## src/hfts_pkg.sv

```systemverilog
// package: register map, field layout and level encodings of the hdlc level/test block
package hfts_pkg;
    localparam int          HFTS_AW               = 5;
    localparam logic [4:0]  HFTS_OFS_TEST_STATUS  = 5'h1C;
    localparam logic [4:0]  HFTS_OFS_LEVEL_SELECT = 5'h1D;
    localparam logic [4:0]  HFTS_OFS_IRQ_SELECT   = 5'h1E;

    localparam int          HFTS_POS_HI_FIELD     = 4;
    localparam int          HFTS_POS_LO_FIELD     = 0;
    localparam int          HFTS_POS_RX_CLK       = 3;
    localparam int          HFTS_POS_TX_CLK       = 2;
    localparam int          HFTS_POS_CRC_OK       = 1;
    localparam int          HFTS_POS_ADDR_OK      = 0;

    localparam logic [2:0]  HFTS_RST_FIELD        = 3'h0;
    localparam logic [7:0]  HFTS_RST_RDATA        = 8'h00;
    localparam logic [7:0]  HFTS_UNMAPPED_READ    = 8'h00;

    localparam logic [7:0]  HFTS_FULL_BASE        = 8'h10;
    localparam logic [7:0]  HFTS_FULL_STEP        = 8'h10;
    localparam logic [7:0]  HFTS_RXIRQ_BASE       = 8'h40;
    localparam logic [7:0]  HFTS_TXIRQ_BASE       = 8'h08;
    localparam logic [7:0]  HFTS_IRQ_STEP         = 8'h08;

    typedef struct packed {
        logic recv_bit_clock;
        logic xmit_bit_clock;
        logic crc_match;
        logic addr_match;
    } hfts_status_t;

    typedef struct packed {
        logic [2:0] hi;
        logic [2:0] lo;
    } hfts_fields_t;
endpackage
```

## src/hfts_core.sv

```systemverilog
// module: fifo level selection, interrupt thresholds and hdlc test status registers
`timescale 1ns/1ps
module hfts_core
    import hfts_pkg::*;
(
    input  wire logic               clk_i,
    input  wire logic               rst_n_i,
    input  wire logic               cs_i,
    input  wire logic               wr_i,
    input  wire logic               rd_i,
    input  wire logic [HFTS_AW-1:0] addr_i,
    input  wire logic [7:0]         wdata_i,
    output logic      [7:0]         rdata_o,
    input  wire logic               receiver_enable_i,
    input  wire logic               transmitter_enable_i,
    input  wire logic               recv_bit_clock_i,
    input  wire logic               xmit_bit_clock_i,
    input  wire logic               crc_match_i,
    input  wire logic               addr_match_i,
    input  wire logic [7:0]         rx_fifo_count_i,
    input  wire logic [7:0]         tx_fifo_count_i,
    output logic      [7:0]         recv_full_status_level_o,
    output logic      [7:0]         xmit_full_status_level_o,
    output logic      [7:0]         recv_full_irq_threshold_o,
    output logic      [7:0]         xmit_low_irq_threshold_o,
    output logic                    rx_fifo_full_status_o,
    output logic                    tx_fifo_full_status_o,
    output logic                    recv_bit_clock_view_o,
    output logic                    xmit_bit_clock_view_o,
    output logic                    recv_full_interrupt_o,
    output logic                    xmit_low_interrupt_o
);
    hfts_fields_t level_sel_reg;
    hfts_fields_t level_sel_next;
    hfts_fields_t irq_sel_reg;
    hfts_fields_t irq_sel_next;
    logic [7:0]   rdata_next;

    wire logic         wr_hit;
    wire logic         rd_hit;
    wire logic         sel_status;
    wire logic         sel_level;
    wire logic         sel_irq;
    wire hfts_status_t status_now;
    wire logic [7:0]   status_byte;
    wire logic [7:0]   level_byte;
    wire logic [7:0]   irq_byte;
    wire logic [7:0]   rx_full_lvl;
    wire logic [7:0]   tx_full_lvl;
    wire logic [7:0]   rx_irq_lvl;
    wire logic [7:0]   tx_irq_lvl;
    wire logic         rx_full_hit;
    wire logic         tx_full_hit;
    wire logic         rx_irq_hit;
    wire logic         tx_low_hit;

    assign wr_hit     = cs_i & wr_i;
    assign rd_hit     = cs_i & rd_i;
    // page decode happens outside; only the low address bits arrive here
    assign sel_status = (addr_i == HFTS_OFS_TEST_STATUS);
    assign sel_level  = (addr_i == HFTS_OFS_LEVEL_SELECT);
    assign sel_irq    = (addr_i == HFTS_OFS_IRQ_SELECT);

    // bit clocks are gated by their enables only; zero stuffing lies downstream
    assign status_now.recv_bit_clock = receiver_enable_i & recv_bit_clock_i;
    assign status_now.xmit_bit_clock = transmitter_enable_i & xmit_bit_clock_i;
    assign status_now.crc_match      = crc_match_i;
    assign status_now.addr_match     = addr_match_i;

    // reserved nibble forced to zero so it never leaks internal state
    assign status_byte = {4'h0, status_now};
    assign level_byte  = {1'b0, level_sel_reg.hi, 1'b0, level_sel_reg.lo};
    assign irq_byte    = {1'b0, irq_sel_reg.hi, 1'b0, irq_sel_reg.lo};

    // unused bits 7 and 3 are dropped on write
    assign level_sel_next = (wr_hit && sel_level) ?
                            {wdata_i[HFTS_POS_HI_FIELD+:3], wdata_i[HFTS_POS_LO_FIELD+:3]} :
                            level_sel_reg;
    assign irq_sel_next   = (wr_hit && sel_irq) ?
                            {wdata_i[HFTS_POS_HI_FIELD+:3], wdata_i[HFTS_POS_LO_FIELD+:3]} :
                            irq_sel_reg;

    // full status: occupancy has reached the selected level
    assign rx_full_hit = (rx_fifo_count_i >= rx_full_lvl);
    assign tx_full_hit = (tx_fifo_count_i >= tx_full_lvl);

    // transmit-low fires at or below its threshold, receive-full at or above
    assign rx_irq_hit  = (rx_fifo_count_i >= rx_irq_lvl);
    assign tx_low_hit  = (tx_fifo_count_i <= tx_irq_lvl);

    // both strobes at once: the read returns the value before the write
    always_comb begin
        if (!rd_hit) begin
            rdata_next = rdata_o;
        end else if (sel_status) begin
            rdata_next = status_byte;
        end else if (sel_level) begin
            rdata_next = level_byte;
        end else if (sel_irq) begin
            rdata_next = irq_byte;
        end else begin
            rdata_next = HFTS_UNMAPPED_READ;
        end
    end

    // one decoder per field keeps the byte arithmetic out of the register logic
    hfts_level_dec #(
        .BASE (HFTS_FULL_BASE),
        .STEP (HFTS_FULL_STEP)
    ) u_rx_full_dec (
        .code_i  (level_sel_reg.hi),
        .level_o (rx_full_lvl)
    );

    hfts_level_dec #(
        .BASE (HFTS_FULL_BASE),
        .STEP (HFTS_FULL_STEP)
    ) u_tx_full_dec (
        .code_i  (level_sel_reg.lo),
        .level_o (tx_full_lvl)
    );

    hfts_level_dec #(
        .BASE (HFTS_RXIRQ_BASE),
        .STEP (HFTS_IRQ_STEP)
    ) u_rx_irq_dec (
        .code_i  (irq_sel_reg.hi),
        .level_o (rx_irq_lvl)
    );

    hfts_level_dec #(
        .BASE (HFTS_TXIRQ_BASE),
        .STEP (HFTS_IRQ_STEP)
    ) u_tx_irq_dec (
        .code_i  (irq_sel_reg.lo),
        .level_o (tx_irq_lvl)
    );

    always_ff @(posedge clk_i) begin
        if (!rst_n_i) begin
            level_sel_reg <= {HFTS_RST_FIELD, HFTS_RST_FIELD};
        end else begin
            level_sel_reg <= level_sel_next;
        end
    end

    always_ff @(posedge clk_i) begin
        if (!rst_n_i) begin
            irq_sel_reg <= {HFTS_RST_FIELD, HFTS_RST_FIELD};
        end else begin
            irq_sel_reg <= irq_sel_next;
        end
    end

    // read data holds between reads, so a slow host may sample late
    always_ff @(posedge clk_i) begin
        if (!rst_n_i) begin
            rdata_o <= HFTS_RST_RDATA;
        end else begin
            rdata_o <= rdata_next;
        end
    end

    // levels and flags registered: two cycles behind a write, one cycle behind a count change
    always_ff @(posedge clk_i) begin
        if (!rst_n_i) begin
            recv_full_status_level_o  <= HFTS_FULL_BASE;
            xmit_full_status_level_o  <= HFTS_FULL_BASE;
            recv_full_irq_threshold_o <= HFTS_RXIRQ_BASE;
            xmit_low_irq_threshold_o  <= HFTS_TXIRQ_BASE;
        end else begin
            recv_full_status_level_o  <= rx_full_lvl;
            xmit_full_status_level_o  <= tx_full_lvl;
            recv_full_irq_threshold_o <= rx_irq_lvl;
            xmit_low_irq_threshold_o  <= tx_irq_lvl;
        end
    end

    // flags are levels, not sticky: they drop once the count moves back
    always_ff @(posedge clk_i) begin
        if (!rst_n_i) begin
            rx_fifo_full_status_o <= 1'b0;
            tx_fifo_full_status_o <= 1'b0;
        end else begin
            rx_fifo_full_status_o <= rx_full_hit;
            tx_fifo_full_status_o <= tx_full_hit;
        end
    end

    always_ff @(posedge clk_i) begin
        if (!rst_n_i) begin
            recv_bit_clock_view_o <= 1'b0;
            xmit_bit_clock_view_o <= 1'b0;
        end else begin
            recv_bit_clock_view_o <= status_now.recv_bit_clock;
            xmit_bit_clock_view_o <= status_now.xmit_bit_clock;
        end
    end

    always_ff @(posedge clk_i) begin
        if (!rst_n_i) begin
            recv_full_interrupt_o <= 1'b0;
            xmit_low_interrupt_o  <= 1'b0;
        end else begin
            recv_full_interrupt_o <= rx_irq_hit;
            xmit_low_interrupt_o  <= tx_low_hit;
        end
    end
endmodule

```

## src/hfts_level_dec.sv

```systemverilog
// module: turns a three-bit level code into a byte count
`timescale 1ns/1ps
module hfts_level_dec
    import hfts_pkg::*;
#(
    parameter logic [7:0] BASE = 8'h10,
    parameter logic [7:0] STEP = 8'h10
) (
    input  wire logic [2:0] code_i,
    output wire logic [7:0] level_o
);
    wire logic [7:0] scaled;

    // top code of the widest span gives exactly 128, still fits eight bits
    assign scaled  = 8'(STEP * {5'h00, code_i});
    assign level_o = 8'(BASE + scaled);
endmodule

```

## config.mk

```make
export PLATFORM = sky130hd
export DESIGN_NAME = hfts_core
export DESIGN_NICKNAME = d
export VERILOG_FILES = /design/src/hfts_pkg.sv /design/src/hfts_core.sv /design/src/hfts_level_dec.sv
export SDC_FILE = /design/constraint.sdc
export NUM_CORES = 1
export LEC_CHECK = 0
export ABC_AREA = 1
export BUFFER_PORTS_ARGS = -buffer_cell sky130_fd_sc_hd__buf_2
export CORE_MARGIN = 3
export CORE_UTILIZATION = 48
export DETAILED_ROUTE_END_ITERATION = 8
export PLACE_DENSITY = 0.79
export SYNTH_ARGS = -nofsm -noshare
export SYNTH_HDL_FRONTEND = slang
export SYNTH_SLANG_ARGS = --single-unit
```

## constraint.sdc

```tcl
create_clock -name clk_i -period 1.5 [get_ports clk_i]
set_input_delay 0.3 -clock clk_i [delete_from_list [all_inputs] [get_ports clk_i]]
set_output_delay 0.3 -clock clk_i [all_outputs]
set_load 0.01 [all_outputs]
```

==> flow_summary.ini, run 1 <==
[sta]
skew_ns = 0.00352
fin_crit_ns = 1.42
slew_violations = 0
grt_setup_unrepaired = true
fin_ws_ns = 0.0773
holdWs_ns = 0.240
min_period_over_period_pct = 94.8
setup-violations-final = 0
max_freq_ghz = 0.703
hold_violations = 0

[finish]
design_area_mm2 = 0.00262
nFillCells = 394
multi_input_area_mm2 = 0.00115
layout.area.seq_um2 = 801
area_growth_pct = 23.5
fin_nets = 405
final_cells = 397
drive_gt1_share_pct = 32.9
mostFrequentLayoutCells = buf_2 (65), nand2_1 (48), dfxtp_1 (40), inv_1 (32), nor2_1 (30)
final_common_cell = buf_2
n_antenna_cell = 0

[die]
fp-row-count = 23
die_area_mm2 = 0.00526
initial_utilization_pct = 51.2
die_y_um = 72.5
ios = 86
core_mm2 = 0.00414
die_w_um = 72.5

[setup_path]
cp.arrival_ns = 1.65
cp_max_fo = 2
cp_slowest_cell = dfxtp_1
timing.rr.end = xmit_low_interrupt_o$_SDFF_PN0_
cp_top_family = adder cells
rr_worst_depth = 8
cp_cell_sequence = ha_2 > xnor2_2 > ha_1 > a21oi_2 > nor2_1 > nor2_1 > nand2_1 > a21oi_1
required_ns = 1.73
critPathMaxStageDelay_ns = 0.32
cp_num_buf_inv = 0
rrSetupSlack_ns = 0.08
critical_path_depth = 8
path_class = reg -> reg
worstSetupEndpointType = register
cpMostUsedCell = nor2_1
setup.worst_path.start_class = register
r2r-start = irq_byte[0]$_SDFFE_PN0P_

[logic_synthesis]
ys_seq_area_share_pct = 37.7
synth_xor_xnor_area_share_pct = 1.24
synth-adder-area-share_pct = 10.6
synth.mux.area_fraction_pct = 0
synth_compound_area_share_pct = 10.4
synth_cell_types = 28
syn_inst = 274
synthesis.yosys.warnings = 0
synth_top_family_by_area = simple AND/OR/NAND/NOR gates
yosys.area_share.simple_pct = 25.4
syn_area_mm2 = 0.00212
ys_ff_latch = 40
avgSynthCellArea_um2 = 7.75

[placement]
place_area_mm2 = 0.00247
dp_cells = 390
io_buffers = 65
dp_hpwl_mm = 3.53
gp_congestion = 0.797
pre_cts_slack_ns = 0.0437

[min_path]
hold_class = in -> reg
worstHoldStart = recv_bit_clock_i
hold_end = recv_bit_clock_view_o$_SDFF_PN0_
hold_depth = 3

[route]
drt_iter0_drc = 27
firstDrtPassIters = 4
ant_nets = 0
drc = 0
wirelength_mm = 4.41
highest_layer = met4
wl_met1_mm = 1.82
vias_per_cell = 4.73
route.met3.wl_um = 242
wl_per_cell_um = 11.1
wl_met2_mm = 2.29
vias = 1879

[cts]
cts_setup_buffers = 0
cts.path.max_buffers = 2
hold_buffers = 0
clock_latency_ns = 0.29
cts-buffers-inserted = 5
cts.repair.resized = 0
clock-root-buffer = clkbuf_8
cts_tree = yes
clk_pin_slew_worst_paths_ns = 0.07
cts_max_level = 2
cts_num_sinks = 40

[global_route]
antenna_found_initial = 0
grt_max_degree = 20
grt_pass1_wl_mm = 7.17
grt_overflow_total = 0
grtUsageTotal_pct = 17.4
grt_pass1_vias = 1693

[status]
outcome = complete, no violations

[power]
p_leak_nw = 1.31
peakVddDrop_uv = 582
cellPowerDensity_mw_per_mm2 = 774

[job]
maxCapViolCount = 0
==> flip-flops by register name, indices dropped and copies added, names as in the netlist, 3 cells and up <==
signal	cells
xmit_full_status_level_o	4
recv_full_status_level_o	4
xmit_low_irq_threshold_o	4
recv_full_irq_threshold_o	3
irq_byte	6
rdata_o	7
level_byte	6
==> layout make-up <==
type / count / share of cell area [%]
clock buffer: 6 / 2.77
clock inverter: 1 / 0.191
inverter: 36 / 5.35
multi-input combinational: 191 / 44.1
sequential: 40 / 30.5
tap: 50 / 2.39
timing repair buffer: 73 / 14.7
==> kinds of logic after synthesis <==
kind of cell,Yosys count
AO/OA/AOI/OAI,36
adder cells (fa/ha/maj),18
AND/OR/NAND/NOR,116
XOR/XNOR,3
other,2
buffers and inverters,59
flip-flops,40
==> stage by stage <==
step           power, mW  TNS, ns  utilization (%)
5_1_grt             2.12  -0.0103             63.3
4_1_cts             2.04        0             61.4
2_1_floorplan       1.30        0                -
3_3_place_gp        1.36        0             59.5
3_5_place_dp        1.37        0             59.5
6_report            2.03        0             63.3
==> cell usage after synthesis <==
cell type | count | share of area, %
a21o_1 | 1 | 0.35
a21oi_1 | 17 | 4.0
a21oi_2 | 6 | 2.5
buf_2 | 2 | 0.47
buf_4 | 18 | 6.4
buf_6 | 1 | 0.53
clkbuf_1 | 2 | 0.35
clkinv_4 | 1 | 0.41
conb_1 | 2 | 0.35
dfxtp_1 | 40 | 38
ha_1 | 18 | 11
inv_1 | 32 | 5.7
inv_2 | 3 | 0.53
nand2_1 | 48 | 8.5
nand2_2 | 1 | 0.29
nand2_4 | 2 | 1.1
nand3_1 | 25 | 5.9
nand3_4 | 1 | 0.83
nand4_1 | 2 | 0.59
nor2_1 | 31 | 5.5
nor2_4 | 2 | 1.1
nor2_8 | 1 | 0.94
nor3_1 | 2 | 0.47
o21ai_0 | 5 | 1.2
o21ai_1 | 3 | 0.71
o21ai_2 | 4 | 1.6
or2_2 | 1 | 0.29
xnor2_1 | 3 | 1.2
==> worst reg2reg max path, delay by kind of cell (launching register included) <==
| family | cells | cell delay [ns] |
|---|---|---|
| simple gates | 3 | 0.18 |
| fa+ha+maj | 2 | 0.50 |
| xor+xnor | 1 | 0.14 |
| compound gates | 2 | 0.23 |
| flops | 1 | 0.32 |
==> report_power, final <==
| part | switching (mW) | internal (mW) |
|---|---|---|
| Combinational | 0.167 | 0.106 |
| Clock | 0.354 | 0.316 |
| Sequential | 0.00550 | 1.08 |
| Total | 0.527 | 1.50 |
==> routing by layer <==
layer	up-vias	track usage [%]
li1	982	-
met1	846	19.8
met2	45	31.3
met3	6	4.85
met4	0	5.74
met5	-	0
==> how the worst max path moves through the flow <==
stage	start	endpoint	slack (ns)
after global placement	irq_byte[0]$_SDFFE_PN0P_	xmit_low_interrupt_o$_SDFF_PN0_	0.06
after detailed placement	irq_byte[0]$_SDFFE_PN0P_	xmit_low_interrupt_o$_SDFF_PN0_	0.04
final	irq_byte[0]$_SDFFE_PN0P_	xmit_low_interrupt_o$_SDFF_PN0_	0.08
after global routing	irq_byte[0]$_SDFFE_PN0P_	xmit_low_interrupt_o$_SDFF_PN0_	-0.01
after CTS	irq_byte[0]$_SDFFE_PN0P_	xmit_low_interrupt_o$_SDFF_PN0_	0.03
after floorplan	irq_byte[0]$_SDFFE_PN0P_	xmit_low_interrupt_o$_SDFF_PN0_	0.1
Note: power is estimated with default switching activity, not from simulation.
==> run 2: changes to the inputs <==
--- a/config.mk
+++ b/config.mk
@@ -5,12 +5,11 @@
 export SDC_FILE = /design/constraint.sdc
 export NUM_CORES = 1
 export LEC_CHECK = 0
-export ABC_AREA = 1
 export BUFFER_PORTS_ARGS = -buffer_cell sky130_fd_sc_hd__buf_2
 export CORE_MARGIN = 3
-export CORE_UTILIZATION = 48
+export CORE_UTILIZATION = 47
 export DETAILED_ROUTE_END_ITERATION = 8
-export PLACE_DENSITY = 0.79
+export PLACE_DENSITY = 0.78
 export SYNTH_ARGS = -nofsm -noshare
 export SYNTH_HDL_FRONTEND = slang
 export SYNTH_SLANG_ARGS = --single-unit
==> flow_summary.ini, run 2 <==
[global_route]
grt_pass1_vias = 1623
grt_max_degree = 20
grt_pass1_wl_mm = 7.32
antenna_found_initial = 0
grtUsageTotal_pct = 18.4
grt_overflow_total = 0

[finish]
drive_gt1_share_pct = 38.0
mostFrequentLayoutCells = buf_2 (65), dfxtp_1 (34), nor2_1 (27), conb_1 (18), inv_1 (16)
regMostFlops = rdata_o
largest_reg_flops = 7
fin_nets = 349
area_growth_pct = 31.0
final_common_cell = buf_2
n_antenna_cell = 0

[route]
firstDrtPassIters = 4
wl_per_cell_um = 14.4
vias_per_cell = 5.10
drc = 0
wirelength_mm = 4.90
drt_iter0_drc = 104
ant_nets = 0
vias = 1735

[logic_synthesis]
yosysTopAreaCell = dfxtp_1
synth_cell_types = 40
synth_edf_count = 0
synth.most_common_cell = dfxtp_1
ys.flop_type = dfxtp_1
yosys-top-cells-count = dfxtp_1 (40), nor2_1 (27), buf_4 (18), ha_1 (18), inv_1 (17)
postSynth.asyncResetShare_pct = 0
syn_inst = 210
ys_ff_latch = 40
synth_top_area_share_pct = 40.7
avgSynthCellArea_um2 = 9.37
synthesis.yosys.warnings = 0
ys_seq_area_share_pct = 40.7
ys_top_cells_by_area = dfxtp_1 (41%), ha_1 (11%), buf_4 (6.9%)
syn_area_mm2 = 0.00197

[setup_path]
worstSetupEndpointType = register
path_class = reg -> reg
required_ns = 1.73
rr_worst_depth = 7
r2r-start = irq_byte[1]$_SDFFE_PN0P_
rrSetupSlack_ns = -0.20
cp.arrival_ns = 1.92
setup.worst_path.start_class = register
timing.rr.end = xmit_low_interrupt_o$_SDFF_PN0_
cp_max_fo = 2

[power]
peakVddDrop_uv = 484
total_power_mw = 2.32
p_leak_nw = 1.18
cellPowerDensity_mw_per_mm2 = 899

[min_path]
worstHoldStart = rx_fifo_count_i[7]
hold_depth = 2
hold_end = recv_full_interrupt_o$_SDFF_PN0_
hold_class = in -> reg

[sta]
slew_violations = 0
fin_crit_ns = 1.70
setup-violations-final = 1
hold_violations = 0
skew_ns = 0.0106
min_period_over_period_pct = 113
fin_ws_ns = -0.196
max_freq_ghz = 0.589
grt_setup_unrepaired = true
tns_ns = -0.196

[die]
initial_utilization_pct = 51.0
core_mm2 = 0.00385
die_y_um = 70.7
fp-row-count = 22
ios = 86
die_area_mm2 = 0.00500
die_w_um = 70.7

[cts]
cts_max_level = 2
cts_num_sinks = 40
cts_tree = yes
cts.path.max_buffers = 2
clock-root-buffer = clkbuf_8
clock_latency_ns = 0.30
cts-buffers-inserted = 5
hold_buffers = 0
clk_pin_slew_worst_paths_ns = 0.09

[job]
maxCapViolCount = 0

[placement]
dp_hpwl_mm = 3.41
io_buffers = 65
gp_congestion = 0.814

[status]
outcome = finished with violations
violations = setup timing
run 2: logic make-up after synthesis:
group | share of synthesized area (%)
AO/OA/AOI/OAI | 10.9
XOR/XNOR | 1.34
adder cells (fa/ha/maj) | 11.5
buffers and inverters | 12.0
flip-flops | 40.7
multiplexers | 6.11
other | 0.382
AND/OR/NAND/NOR | 17.1
run 2: area by class of cell:
cell class	count	area [µm²]
clock buffers	7	96.3
inverters	18	67.6
fillers	329	1280
repair buffers	80	438
flip-flops and latches	40	808
well taps	48	60.1
clock inverters	1	30.0
multi-input cells	146	1080
run 2: how the worst max path moves through the flow:
stage / start / slack [ns] / cells after the start / end
floorplan: irq_byte[1]$_SDFFE_PN0P_ / -0.14 / 7 / xmit_low_interrupt_o$_SDFF_PN0_
global placement: irq_byte[1]$_SDFFE_PN0P_ / -0.15 / 7 / xmit_low_interrupt_o$_SDFF_PN0_
detailed placement: irq_byte[1]$_SDFFE_PN0P_ / -0.18 / 7 / xmit_low_interrupt_o$_SDFF_PN0_
CTS: irq_byte[0]$_SDFFE_PN0P_ / -0.18 / 7 / xmit_low_interrupt_o$_SDFF_PN0_
global route: irq_byte[1]$_SDFFE_PN0P_ / -0.26 / 7 / xmit_low_interrupt_o$_SDFF_PN0_
finish: irq_byte[1]$_SDFFE_PN0P_ / -0.20 / 7 / xmit_low_interrupt_o$_SDFF_PN0_
run 2: stage by stage:
| step | hold WS (ns) | area [µm²] | cells | setup WS (ns) | utilization [%] |
|---|---|---|---|---|---|
| detailed placement | 0.453 | 2350 | 330 | -0.183 | 61.0 |
| global placement | 0.439 | 2350 | 330 | -0.150 | 61.0 |
| floorplan | 0.397 | 2040 | 226 | -0.144 | - |
| finish | 0.233 | 2580 | 340 | -0.196 | 66.9 |
| CTS | 0.235 | 2520 | 339 | -0.182 | 65.3 |
| global route | 0.236 | 2580 | 340 | -0.261 | 66.9 |
run 2: metal layers:
| layer | track usage (%) | up-vias | share of wire, % |
|---|---|---|---|
| met5 | 0 | - | 0 |
| met4 | 4.38 | 0 | 0.92 |
| met3 | 6.25 | 6 | 6.8 |
| met2 | 33.3 | 57 | 53 |
| met1 | 20.7 | 822 | 39 |
| li1 | - | 850 | - |
run 2: where the power goes:
part | internal, mW | switching, mW
clock | 0.588 | 0.397
sequential | 1.08 | 0.00558
combinational | 0.101 | 0.147
run 2: what timing repair did:
action                                  CTS  global route
cloned                                    0             0
buffers inserted                          1             1
endpoints found under the setup margin    2             3
gates resized for setup                   5            11
pin swaps                                 7             4
run 2: critical path, cell delays in order, from the launching register on:
cell and delay (ns):
dfxtp_2 0.34, ha_4 0.17, xnor2_4 0.16, ha_4 0.23, a21oi_2 0.16, o22ai_1 0.09, or4_1 0.40, o21ai_1 0.08
